<file path="src/rtl/ccdc_defines.svh">
`ifndef CCDC_DEFINES_SVH
`define CCDC_DEFINES_SVH

// Register offsets.
`define CCDC_OFS_PECL0_COUNTS 10'h190
`define CCDC_OFS_PECL0_CONTROL 10'h191
`define CCDC_OFS_PECL1_COUNTS 10'h193
`define CCDC_OFS_PECL1_CONTROL 10'h194
`define CCDC_OFS_PAIR3_FIRST_COUNTS 10'h199
`define CCDC_OFS_PAIR3_PHASE 10'h19A
`define CCDC_OFS_PAIR3_SECOND_COUNTS 10'h19B
`define CCDC_OFS_PAIR3_CONTROL 10'h19C
`define CCDC_OFS_PAIR4_FIRST_COUNTS 10'h19E
`define CCDC_OFS_PAIR4_PHASE 10'h19F
`define CCDC_OFS_PAIR4_SECOND_COUNTS 10'h1A0
`define CCDC_OFS_PAIR4_CONTROL 10'h1A1
`define CCDC_OFS_VCO_DIV_SELECT 10'h1E0
`define CCDC_OFS_CLK_IN_CONTROL 10'h1E1
`define CCDC_OFS_SYS_POWER_ALIGN 10'h230
`define CCDC_OFS_COMMIT_UPDATE 10'h232

// Field positions.
`define CCDC_CNT_LOW_HI 7
`define CCDC_CNT_LOW_LO 4
`define CCDC_CNT_HIGH_HI 3
`define CCDC_CNT_HIGH_LO 0
`define CCDC_PECL_BYPASS 7
`define CCDC_PECL_NOSYNC 6
`define CCDC_PECL_FORCE 5
`define CCDC_PECL_START 4
`define CCDC_PAIR_BYP_SECOND 5
`define CCDC_PAIR_BYP_FIRST 4
`define CCDC_PAIR_NOSYNC 3
`define CCDC_PAIR_FORCE 2
`define CCDC_PAIR_START_SECOND 1
`define CCDC_PAIR_START_FIRST 0
`define CCDC_CLK_PD_SECTION 4
`define CCDC_CLK_PD_IFACE 3
`define CCDC_CLK_PD_VCO_CLK 2
`define CCDC_CLK_SEL_VCO 1
`define CCDC_CLK_BYP_VCODIV 0
`define CCDC_SYS_PD_ALIGN 2
`define CCDC_SYS_PD_BUFFERS 1
`define CCDC_SYS_SOFT_ALIGN 0
`define CCDC_UPD_BIT 0

// Reset values.
`define CCDC_RST_COUNTS 8'h00
`define CCDC_RST_PECL0_CONTROL 8'h80
`define CCDC_RST_PECL1_CONTROL 8'h00
`define CCDC_RST_ZERO 8'h00
`define CCDC_RST_VCO_DIV_SELECT 8'h02

// Number of register slots.
`define CCDC_NREG 16

`endif

</file>
<file path="src/rtl/ccdc_pkg.sv">
package ccdc_pkg;
    // Register bus request.
    typedef struct packed {
        logic [9:0] addr;
        logic [7:0] wdata;
        logic wr;
        logic rd;
    } ccdc_bus_req_t;

    // Per divider state.
    typedef enum logic [1:0] {
        CCDC_ST_RUN = 2'b00,
        CCDC_ST_HOLD = 2'b01,
        CCDC_ST_FORCE = 2'b10,
        CCDC_ST_BYPASS = 2'b11
    } ccdc_div_state_t;

    // Control levels for one divider stage.
    typedef struct packed {
        logic bypass;
        logic hold;
        logic force_level;
        logic start_level;
        logic [3:0] phase;
    } ccdc_stage_ctl_t;
endpackage : ccdc_pkg

</file>
<file path="src/rtl/ccdc_core.sv">
// Summary of operation
// - Each divider holds each output level for low count plus high count plus two cycles.
// - Duty cycle correction is always on; counts change only the ratio.
// - Peripheral bypass powers down a divider and passes input; divider 0 resets bypassed.
// - Sync-ignore bit set makes a channel disregard the chip-level alignment request.
// - Force-level bit drives output static high or low; needs sync-ignore too.
// - Start-level bit selects high or low starting level; low after reset.
// - Each divider has a four-bit phase offset, reset to zero.
// - Pair channels have two parallel dividers with separate bypass bits; output takes the second unless bypassed.
// - Pairs share one force bit and have separate start bits per stage.
// - Three-bit select sets the VCO divider ratio; some codes hold output static.
// - Clock input control bit 4 powers down the whole clock input section.
// - Bit 3 powers down the VCO interface; bit 2 powers down VCO and clock.
// - Bit 1 selects VCO source, bit 0 bypasses the VCO divider.
// - System bit 2 powers down the alignment circuitry.
// - System bit 1 powers down all output buffers.
// - Soft alignment bit mirrors the pin inverted; falling edge triggers alignment.
// - Writing update bit copies buffers to active registers on next edge, and clears on that same edge.
//
// Local design decision: the address-and-strobe port.
`include "ccdc_defines.svh"
module ccdc_core #(
    parameter int NREG = `CCDC_NREG
) (
    // Clock and reset.
    input wire logic clk_sys,
    input wire logic sys_rst,
    // Register bus.
    input wire ccdc_pkg::ccdc_bus_req_t bus_req,
    output logic [7:0] bus_rdata,
    // Alignment pin, active low.
    input wire logic align_pin_n,
    // Divided channel outputs: PECL 0, PECL 1, pair 3, pair 4.
    output logic [3:0] chan_out,
    // Channel divider outputs held static.
    output logic [3:0] chan_static,
    // Alignment pulse towards the channels.
    output logic align_pulse,
    // Clock section power and source controls.
    output logic pd_clk_section,
    output logic pd_vco_iface,
    output logic pd_vco_clk,
    output logic sel_vco,
    output logic byp_vco_div,
    output logic vco_div_static,
    output logic [2:0] vco_div_code,
    // Output buffer power-down and alignment circuitry power-down.
    output logic pd_out_buffers,
    output logic pd_align
);
    import ccdc_pkg::*;

    // The slot decode serves exactly this many registers.
    if (NREG != `CCDC_NREG) begin : g_nreg_check
        $error("ccdc_core: register count fixed");
    end

    logic [7:0] buf_reg [NREG];
    logic [7:0] act_reg [NREG];
    logic update_reg;
    logic [4:0] slot_idx;
    logic [3:0] slot_next;
    logic slot_hit;
    logic align_req;
    logic align_req_reg;
    logic [7:0] cnt_reg [6];
    logic [5:0] out_reg;
    logic [5:0] run_ok;
    logic [5:0] div_hold;
    logic [5:0] div_force;
    logic [5:0] div_bypass;
    logic [5:0] div_start;
    logic [7:0] div_counts [6];

    // Address to slot index.
    function automatic logic [4:0] ccdc_slot(input logic [9:0] a);
        case (a)
            `CCDC_OFS_PECL0_COUNTS: ccdc_slot = 5'h00;
            `CCDC_OFS_PECL0_CONTROL: ccdc_slot = 5'h01;
            `CCDC_OFS_PECL1_COUNTS: ccdc_slot = 5'h02;
            `CCDC_OFS_PECL1_CONTROL: ccdc_slot = 5'h03;
            `CCDC_OFS_PAIR3_FIRST_COUNTS: ccdc_slot = 5'h04;
            `CCDC_OFS_PAIR3_PHASE: ccdc_slot = 5'h05;
            `CCDC_OFS_PAIR3_SECOND_COUNTS: ccdc_slot = 5'h06;
            `CCDC_OFS_PAIR3_CONTROL: ccdc_slot = 5'h07;
            `CCDC_OFS_PAIR4_FIRST_COUNTS: ccdc_slot = 5'h08;
            `CCDC_OFS_PAIR4_PHASE: ccdc_slot = 5'h09;
            `CCDC_OFS_PAIR4_SECOND_COUNTS: ccdc_slot = 5'h0A;
            `CCDC_OFS_PAIR4_CONTROL: ccdc_slot = 5'h0B;
            `CCDC_OFS_VCO_DIV_SELECT: ccdc_slot = 5'h0C;
            `CCDC_OFS_CLK_IN_CONTROL: ccdc_slot = 5'h0D;
            `CCDC_OFS_SYS_POWER_ALIGN: ccdc_slot = 5'h0E;
            `CCDC_OFS_COMMIT_UPDATE: ccdc_slot = 5'h0F;
            default: ccdc_slot = 5'h10;
        endcase
    endfunction : ccdc_slot

    // Reset value of each slot.
    function automatic logic [7:0] ccdc_rst(input int i);
        case (i)
            1: ccdc_rst = `CCDC_RST_PECL0_CONTROL;
            3: ccdc_rst = `CCDC_RST_PECL1_CONTROL;
            12: ccdc_rst = `CCDC_RST_VCO_DIV_SELECT;
            default: ccdc_rst = `CCDC_RST_ZERO;
        endcase
    endfunction : ccdc_rst

    // Ratio of a count byte: low plus high plus two.
    function automatic logic [5:0] ccdc_ratio(input logic [7:0] c);
        ccdc_ratio = 6'({2'b00, c[`CCDC_CNT_LOW_HI:`CCDC_CNT_LOW_LO]}) +
            6'({2'b00, c[`CCDC_CNT_HIGH_HI:`CCDC_CNT_HIGH_LO]}) + 6'h02;
    endfunction : ccdc_ratio

    // Address decode.
    always_comb begin
        slot_idx = ccdc_slot(bus_req.addr);
        slot_hit = ~slot_idx[4];
        slot_next = slot_idx[3:0];
    end

    // Buffered registers written by software.
    always_ff @(posedge clk_sys or posedge sys_rst) begin
        if (sys_rst) begin
            for (int i = 0; i < NREG; i++) begin
                buf_reg[i] <= ccdc_rst(i);
            end
        end else if (bus_req.wr && slot_hit && slot_next != 4'hF) begin
            buf_reg[slot_next] <= bus_req.wdata;
        end
    end

    // Update bit sets on write and clears itself on the same edge that makes the copy.
    always_ff @(posedge clk_sys or posedge sys_rst) begin
        if (sys_rst) begin
            update_reg <= 1'b0;
        end else if (bus_req.wr && slot_hit && slot_next == 4'hF && bus_req.wdata[`CCDC_UPD_BIT]) begin
            update_reg <= 1'b1;
        end else begin
            update_reg <= 1'b0;
        end
    end

    // Active registers copy the buffers on the edge after the update request.
    always_ff @(posedge clk_sys or posedge sys_rst) begin
        if (sys_rst) begin
            for (int i = 0; i < NREG; i++) begin
                act_reg[i] <= ccdc_rst(i);
            end
        end else if (update_reg) begin
            for (int i = 0; i < NREG - 1; i++) begin
                act_reg[i] <= buf_reg[i];
            end
        end
    end

    // Read data one cycle after the strobe; unmapped reads return zero.
    always_ff @(posedge clk_sys or posedge sys_rst) begin
        if (sys_rst) begin
            bus_rdata <= 8'h00;
        end else if (bus_req.rd && slot_hit) begin
            bus_rdata <= (slot_next == 4'hF) ? {7'h00, update_reg} : buf_reg[slot_next];
        end else begin
            bus_rdata <= 8'h00;
        end
    end

    // Chip-level alignment request from pin and soft bit.
    always_comb begin
        align_req = ~align_pin_n | act_reg[14][`CCDC_SYS_SOFT_ALIGN];
    end

    // Release of the request triggers one alignment pulse unless powered down.
    always_ff @(posedge clk_sys or posedge sys_rst) begin
        if (sys_rst) begin
            align_req_reg <= 1'b0;
            align_pulse <= 1'b0;
        end else begin
            align_req_reg <= align_req;
            align_pulse <= align_req_reg & ~align_req & ~act_reg[14][`CCDC_SYS_PD_ALIGN];
        end
    end

    // Per stage controls: 0,1 PECL; 2,3 pair 3 first/second; 4,5 pair 4.
    always_comb begin
        div_counts[0] = act_reg[0];
        div_counts[1] = act_reg[2];
        div_counts[2] = act_reg[4];
        div_counts[3] = act_reg[6];
        div_counts[4] = act_reg[8];
        div_counts[5] = act_reg[10];
        div_bypass[0] = act_reg[1][`CCDC_PECL_BYPASS];
        div_bypass[1] = act_reg[3][`CCDC_PECL_BYPASS];
        div_bypass[2] = act_reg[7][`CCDC_PAIR_BYP_FIRST];
        div_bypass[3] = act_reg[7][`CCDC_PAIR_BYP_SECOND];
        div_bypass[4] = act_reg[11][`CCDC_PAIR_BYP_FIRST];
        div_bypass[5] = act_reg[11][`CCDC_PAIR_BYP_SECOND];
        div_hold[0] = align_req & ~act_reg[1][`CCDC_PECL_NOSYNC];
        div_hold[1] = align_req & ~act_reg[3][`CCDC_PECL_NOSYNC];
        div_hold[2] = align_req & ~act_reg[7][`CCDC_PAIR_NOSYNC];
        div_hold[3] = div_hold[2];
        div_hold[4] = align_req & ~act_reg[11][`CCDC_PAIR_NOSYNC];
        div_hold[5] = div_hold[4];
        // Forcing is valid only together with sync-ignore.
        div_force[0] = act_reg[1][`CCDC_PECL_NOSYNC];
        div_force[1] = act_reg[3][`CCDC_PECL_NOSYNC];
        div_force[2] = act_reg[7][`CCDC_PAIR_NOSYNC];
        div_force[3] = div_force[2];
        div_force[4] = act_reg[11][`CCDC_PAIR_NOSYNC];
        div_force[5] = div_force[4];
        div_start[0] = act_reg[1][`CCDC_PECL_START];
        div_start[1] = act_reg[3][`CCDC_PECL_START];
        div_start[2] = act_reg[7][`CCDC_PAIR_START_FIRST];
        div_start[3] = act_reg[7][`CCDC_PAIR_START_SECOND];
        div_start[4] = act_reg[11][`CCDC_PAIR_START_FIRST];
        div_start[5] = act_reg[11][`CCDC_PAIR_START_SECOND];
        run_ok = ~div_hold & ~div_bypass & {6{~act_reg[13][`CCDC_CLK_PD_SECTION]}};
    end

    // Half-rate counters: a 50 percent output at the programmed ratio.
    // Each edge position uses the total ratio, so duty stays corrected.
    always_ff @(posedge clk_sys or posedge sys_rst) begin
        if (sys_rst) begin
            for (int i = 0; i < 6; i++) begin
                cnt_reg[i] <= 8'h00;
            end
            out_reg <= 6'h00;
        end else begin
            for (int i = 0; i < 6; i++) begin
                if (!run_ok[i]) begin
                    // Hold at phase offset and starting level while stopped.
                    cnt_reg[i] <= {4'h0, ccdc_stage_phase(i)};
                    out_reg[i] <= div_start[i];
                end else if (cnt_reg[i] + 8'h01 >= 8'({2'b00, ccdc_ratio(div_counts[i])})) begin
                    cnt_reg[i] <= 8'h00;
                    out_reg[i] <= ~out_reg[i];
                end else begin
                    cnt_reg[i] <= cnt_reg[i] + 8'h01;
                end
            end
        end
    end

    // Phase offset of a stage.
    function automatic logic [3:0] ccdc_stage_phase(input int i);
        case (i)
            0: ccdc_stage_phase = act_reg[1][3:0];
            1: ccdc_stage_phase = act_reg[3][3:0];
            2: ccdc_stage_phase = act_reg[5][3:0];
            3: ccdc_stage_phase = act_reg[5][7:4];
            4: ccdc_stage_phase = act_reg[9][3:0];
            default: ccdc_stage_phase = act_reg[9][7:4];
        endcase
    endfunction : ccdc_stage_phase

    // Channel outputs: bypass passes the reference, force holds a level.
    always_comb begin
        chan_out[0] = div_force[0] ? act_reg[1][`CCDC_PECL_FORCE] : (div_bypass[0] ? clk_sys : out_reg[0]);
        chan_out[1] = div_force[1] ? act_reg[3][`CCDC_PECL_FORCE] : (div_bypass[1] ? clk_sys : out_reg[1]);
        chan_out[2] = div_force[2] ? act_reg[7][`CCDC_PAIR_FORCE] :
            (div_bypass[3] ? (div_bypass[2] ? clk_sys : out_reg[2]) : out_reg[3]);
        chan_out[3] = div_force[4] ? act_reg[11][`CCDC_PAIR_FORCE] :
            (div_bypass[5] ? (div_bypass[4] ? clk_sys : out_reg[4]) : out_reg[5]);
        chan_static = {div_force[4] | div_hold[4], div_force[2] | div_hold[2], div_force[1] | div_hold[1],
            div_force[0] | div_hold[0]};
    end

    // Clock section and system power controls.
    always_comb begin
        pd_clk_section = act_reg[13][`CCDC_CLK_PD_SECTION];
        pd_vco_iface = act_reg[13][`CCDC_CLK_PD_IFACE];
        pd_vco_clk = act_reg[13][`CCDC_CLK_PD_VCO_CLK];
        sel_vco = act_reg[13][`CCDC_CLK_SEL_VCO];
        byp_vco_div = act_reg[13][`CCDC_CLK_BYP_VCODIV];
        vco_div_code = act_reg[12][2:0];
        vco_div_static = (act_reg[12][2:0] == 3'h6) || (act_reg[12][2:0] == 3'h7);
        pd_out_buffers = act_reg[14][`CCDC_SYS_PD_BUFFERS];
        pd_align = act_reg[14][`CCDC_SYS_PD_ALIGN];
    end
endmodule : ccdc_core

</file>
<file path="config.mk">
export PLATFORM = sky130hd
export DESIGN_NAME = ccdc_core
export DESIGN_NICKNAME = d
export VERILOG_FILES = /design/src/rtl/ccdc_pkg.sv /design/src/rtl/ccdc_core.sv
export VERILOG_INCLUDE_DIRS = /design/src /design/src/rtl
export SDC_FILE = /design/constraint.sdc
export NUM_CORES = 1
export LEC_CHECK = 0
export BUFFER_PORTS_ARGS = -buffer_cell sky130_fd_sc_hd__buf_2
export CORE_ASPECT_RATIO = 0.8
export CORE_MARGIN = 2
export CORE_UTILIZATION = 56
export DETAILED_ROUTE_END_ITERATION = 8
export PLACE_DENSITY_LB_ADDON = 0.12
export SYNTH_ARGS = -nofsm -noshare
export SYNTH_HDL_FRONTEND = slang
export SYNTH_SLANG_ARGS = --single-unit
</file>
<file path="constraint.sdc">
create_clock -name clk_sys -period 9.7 [get_ports clk_sys]
set_input_delay 0.97 -clock clk_sys [delete_from_list [all_inputs] [get_ports clk_sys]]
set_output_delay 0.97 -clock clk_sys [all_outputs]
set_load 0.005 [all_outputs]
</file>
==> key figures, run 1 <==
Detailed routing
  • DR vias: 9026
  • Initial DRC Count: 446
  • Final wirelength: 32110 µm
  • First-pass detailed-route iteration total: 4
  • # DRC: 0
  • Drt wl/cell: 20.02 µm
  • Routed Antenna Nets: 0
  • Vias/cell: 5.627

Final layout
  • Commonest non-fill, non-tap cell in the layout: dfrtp_1
  • Area Overhead vs Synth: 11.26%
  • Post-Layout Cell Count: 1604
  • Register area: 0.007416 mm²
  • Share of cells above drive strength 1: 29.59%
  • Fin util: 63.05%
  • Nets@finish: 1340
  • Most frequent cells in the layout: 291 x dfrtp_1, 226 x mux2_2, 84 x ha_1, 74 x mux2i_1, 56 x inv_1
  • FILL cells: 2076
  • Largest register FFs: 128
  • Antenna cells: 0
  • Area occupied by multi-input gates: 0.006997 mm²

STA
  • RSZ-0062 raised after global routing: false
  • Setup TNS: 0 ns
  • Final WS setup: 2.958 ns
  • Final setup violation count: 0
  • Slew Limit Headroom: 34.21%
  • Final hold vios: 0
  • Worst slew pin tran: 0.9868 ns
  • Max-slew violations: 0
  • Clk_skew: 0.01016 ns

Placed design
  • Post-Place Worst Slack: 3.467 ns
  • Post-DP HPWL: 22020 µm
  • Placed Instances: 1549
  • Gpl congestion: 0.8438
  • PortBufs: 50

Worst setup path
  • Worst Setup SP: clk_sys
  • End of the critical path: chan_out[3]
  • RR Startpoint: act_reg[41]
  • WP data required: 8.73 ns
  • Worst r2r dst: out_reg[5]
  • Critical path type: clk2out
  • CP Capture Type: output pin
  • Data arrival, critical path: 5.77 ns
  • Worst r2r path cells: 12
  • Crit path launch type: clock port
  • Worst reg2reg setup slack: 6.49 ns
  • Crit-path max FO: 2

Clock tree
  • Post-CTS Repair Setup Buffers: 0
  • CTS Hold Buffers Added: 0
  • Post-CTS Resized: 0
  • CTS clock-pin slew for the worst setup and hold paths: 0.07 ns
  • Worst-Skew Late Latency: 0.65 ns
  • CTS tree: yes

Outcome
  • Status: finished clean

Power
  • P_leak: 8.307 nW
  • Max IR drop VDD: 136.0 µV
  • Final Power: 2.694 mW
  • Pwr dens: 163.1 mW/mm²

Floorplanning
  • Initial Util: 56.67%
  • Die X-Extent: 186.0 µm
  • Total core area: 0.02619 mm²
  • Die area: 0.02783 mm²
  • Rows: 53
  • I/O Pins: 51
  • Die Y: 149.6 µm

Global route
  • GR peak layer: met1
  • First-pass GRT wire length: 51760 µm
  • Total grt overflow: 0
  • Initial antenna violation count: 1
  • M1 GR Usage: 37.23%
  • Number of global-route vias before repair: 9025
  • Met3 usage: 4.040%
  • GRT Total Usage: 24.36%
  • Largest net degree at the start of global routing: 175
  • Met2 usage: 35.89%

Synthesis
  • Synth Cell Area: 0.01484 mm²
  • Avg Cell Area, Syn: 12.60 µm²
  • Netlist cell types: 67
  • Sequential element share of the synthesized area: 49.94%
  • Post-synth top area share: 49.23%
  • Area contributors post-synth: dfrtp_1 49%, mux2_2 17%, ha_1 7.1%
  • Post-synthesis cell count: 1178
  • FF+latch count, synth: 296
  • Cell type with the largest total area after synthesis: dfrtp_1
  • Post-synth EDFFs: 0
  • Ys flop type: dfrtp_1
  • Ys async rst share: 100.0%
  • Synth warnings: 0

Job
  • Max cap viols: 0

Worst hold path
  • Worst hold path class: reg2reg
synthesized netlist by cell type, types with 11 or more instances:
cell type    n
inv_1       57
mux2_2     226
o22ai_1     11
clkbuf_1    34
nor3_1      11
ha_1        84
mux2i_1     74
nor2_1      27
nor2b_1     16
xnor2_1     14
nor2_2      15
a21oi_1     20
a21o_1      26
xor2_1      28
a22o_1      12
dfrtp_1    292
nand2b_1    13
nand2_1     54
o21ai_0     36
nand3_1     24
layout make-up:
cell class / instances / area share [%]
clock buffer: 49 / 5.819
clock inverter: 10 / 1.212
timing repair buffer: 50 / 1.652
inverter: 57 / 1.341
multi-input combinational: 785 / 42.37
sequential: 296 / 44.90
tap: 357 / 2.705
power by group:
group          total (mW)  internal (mW)  switching, mW
registers            1.26           1.25         0.0122
logic               0.101         0.0325         0.0690
clock network        1.33          0.832          0.499
cell families (layout without fill, tap and decap cells):
family                     after synthesis  in the layout  share of synthesized area (%)
and+or+nand+nor                        199            199                          7.367
other                                    1             12                        0.02526
muxes                                  300            300                          22.14
xor gates and xnor gates                42             42                          2.478
buffers and inverters                  108            166                          3.279
DFF                                    296            296                          49.94
adders and majority gates               90             90                          7.890
AOI/OAI and AO/OA                      142            142                          6.887
per-stage QoR:
step | hold WS (ns) | cell area, µm²
6_report | 0.3750 | 16510
5_1_grt | 0.3834 | 16510
4_1_cts | 0.3763 | 16510
3_5_place_dp | 0.3623 | 15370
3_3_place_gp | 0.3595 | 15370
2_1_floorplan | 0.4237 | 14880
routing by layer:
metal	vias up	wire [µm]	part of all wire (%)
li1	4290	-	-
met1	4510	16120	50
met2	169	13950	43
met3	55	1260	3.9
met4	2	768	2.4
met5	-	7	0.022
critical path, stage by stage:
cell       delay [ns]
clkbuf_16        0.13
clkbuf_16        0.15
mux2i_1          0.13
nand2_1          0.07
o21ai_0          0.07
o21ai_0          0.18
buf_2            0.18
how the worst min path moves through the flow:
| stage | startpoint | to | cells past startpoint |
|---|---|---|---|
| 6_report | buf_reg[2] | buf_reg[2] | 0 |
| 3_3_place_gp | buf_reg[2] | buf_reg[2] | 0 |
| 2_1_floorplan | buf_reg[1] | buf_reg[1] | 1 |
| 5_1_grt | buf_reg[3] | buf_reg[3] | 0 |
| 4_1_cts | buf_reg[3] | buf_reg[3] | 0 |
| 3_5_place_dp | buf_reg[3] | buf_reg[3] | 0 |
Power figures use the tool's default switching activity.
==> run 2: changes to the inputs <==
==> constraint.sdc (replaced) <==
create_clock -name clk_sys -period 6 [get_ports clk_sys]
set_input_delay 0.6 -clock clk_sys [delete_from_list [all_inputs] [get_ports clk_sys]]
set_output_delay 0.6 -clock clk_sys [all_outputs]
set_load 0.005 [all_outputs]
==> key figures, run 2 (synthesis results as in run 1) <==
Placed design
  • Post-DP HPWL: 22290 µm (was 22020 µm)
  • Placed Instances: 1554 (was 1549)
  • Gpl congestion: 0.8654 (was 0.8438)
  • PortBufs: 50 (unchanged)

Final layout
  • Share of cells above drive strength 1: 29.67% (was 29.59%)
  • Nets@finish: 1346 (was 1340)
  • Fin util: 62.95% (was 63.05%)
  • Antenna cells: 0 (unchanged)
  • Largest register FFs: 128 (unchanged)
  • Register area: 0.007416 mm² (unchanged)
  • Area occupied by multi-input gates: 0.006994 mm² (was 0.006997 mm²)
  • Area Overhead vs Synth: 11.09% (was 11.26%)
  • Most frequent cells in the layout: 291 x dfrtp_1, 226 x mux2_2, 84 x ha_1, 74 x mux2i_1, 56 x inv_1 (unchanged)
  • FILL cells: 2091 (was 2076)
  • Commonest non-fill, non-tap cell in the layout: dfrtp_1 (unchanged)
  • Post-Layout Cell Count: 1611 (was 1604)

Global route
  • GRT Total Usage: 24.73% (was 24.36%)
  • First-pass GRT wire length: 52860 µm (was 51760 µm)
  • Largest net degree at the start of global routing: 120 (was 175)
  • Number of global-route vias before repair: 9428 (was 9025)
  • Initial antenna violation count: 0 (was 1)
  • Total grt overflow: 0 (unchanged)

Detailed routing
  • Drt wl/cell: 20.12 µm (was 20.02 µm)
  • Routed Antenna Nets: 0 (unchanged)
  • # DRC: 0 (unchanged)
  • First-pass detailed-route iteration total: 5 (was 4)
  • DR vias: 9146 (was 9026)
  • Initial DRC Count: 499 (was 446)
  • Final wirelength: 32410 µm (was 32110 µm)
  • Vias/cell: 5.677 (was 5.627)

Worst setup path
  • Crit path launch type: clock port (unchanged)
  • Data arrival, critical path: 3.91 ns (was 5.77 ns)
  • Critical path type: clk2out (unchanged)
  • Crit-path max FO: 2 (unchanged)
  • Worst reg2reg setup slack: 2.88 ns (was 6.49 ns)
  • CP Capture Type: output pin (unchanged)
  • WP data required: 5.40 ns (was 8.73 ns)

Floorplanning
  • I/O Pins: 51 (unchanged)
  • Total core area: 0.02619 mm² (unchanged)
  • Die Y: 149.6 µm (unchanged)
  • Initial Util: 56.67% (unchanged)
  • Die X-Extent: 186.0 µm (unchanged)
  • Rows: 53 (unchanged)
  • Die area: 0.02783 mm² (unchanged)

STA
  • Max-slew violations: 0 (unchanged)
  • RSZ-0062 raised after global routing: false (unchanged)
  • Slew Limit Headroom: 32.91% (was 34.21%)
  • Setup TNS: 0 ns (unchanged)
  • Final hold vios: 0 (unchanged)
  • Worst slew pin tran: 1.005 ns (was 0.9868 ns)
  • Final setup violation count: 0 (unchanged)
  • Clk_skew: 0.01509 ns (was 0.01016 ns)

Power
  • P_leak: 8.288 nW (was 8.307 nW)
  • Final Power: 4.259 mW (was 2.694 mW)
  • Pwr dens: 258.3 mW/mm² (was 163.1 mW/mm²)
  • Max IR drop VDD: 223.7 µV (was 136.0 µV)

Clock tree
  • Post-CTS Repair Setup Buffers: 0 (unchanged)
  • Post-CTS Resized: 0 (unchanged)
  • CTS clock-pin slew for the worst setup and hold paths: 0.07 ns (about the same)
  • CTS tree: yes (unchanged)
  • Worst-Skew Late Latency: 0.66 ns (was 0.65 ns)

Worst hold path
  • Worst hold path class: in2reg (was reg2reg)

Job
  • Max cap viols: 0 (unchanged)

Outcome
  • Status: finished clean (unchanged)
run 2: critical path, cell delays in order:
cell	delay [ns]
clkbuf_16	0.13
clkbuf_16	0.15
mux2i_1	0.12
nand2_1	0.06
o21ai_0	0.08
o21ai_0	0.18
buf_2	0.17
run 2: worst paths after layout:
| kind | start | to | cells past startpoint |
|---|---|---|---|
| worst max register to register | act_reg[41] | out_reg[5] | 12 |
| max in group asynchronous | sys_rst | buf_reg[38] | 4 |
| worst min-delay path | bus_req[1] | update_reg | 3 |
| worst min register to register | buf_reg[2] | buf_reg[2] | 0 |
| worst max-delay path | clk_sys | chan_out[3] | 7 |
| min in group asynchronous | sys_rst | buf_reg[125] | 3 |
run 2: power by group:
part / switching, mW / leakage [nW] / internal, mW
Clock: 0.832 / 0.555 / 1.22
Sequential: 0.0199 / 4.07 / 2.02
Combinational: 0.112 / 3.66 / 0.0544
Total: 0.964 / 8.29 / 3.29
run 2: layout make-up:
| type | instances | share of cell area, % |
|---|---|---|
| Sequential cell | 296 | 44.97 |
| Multi-Input combinational cell | 785 | 42.42 |
| Clock buffer | 47 | 5.539 |
| Tap cell | 357 | 2.709 |
| Timing Repair Buffer | 56 | 1.942 |
| Inverter | 57 | 1.320 |
| Clock inverter | 13 | 1.100 |
run 2: repair_timing:
item | 4_1_cts | 5_1_grt
endpoints found under the hold margin | 9 | 0
endpoints found under the setup margin | 0 | 0
hold buffers | 1 | 0
run 2: metal layers:
metal  GRT usage, %  wire, µm
met2          36.77     14220
met1          37.38     15890
met3          4.600      1594
met5              0         0
met4          6.378       711
run 2: per-stage QoR:
stage               setup slack, ns  hold slack, ns  area [µm²]
finish                        1.494          0.2341       16490
global route                  1.347          0.2231       16490
CTS                           1.415          0.2098       16490
detailed placement            1.988          0.3623       15400
global placement              1.989          0.3612       15400
floorplan                     1.472          0.4237       14890
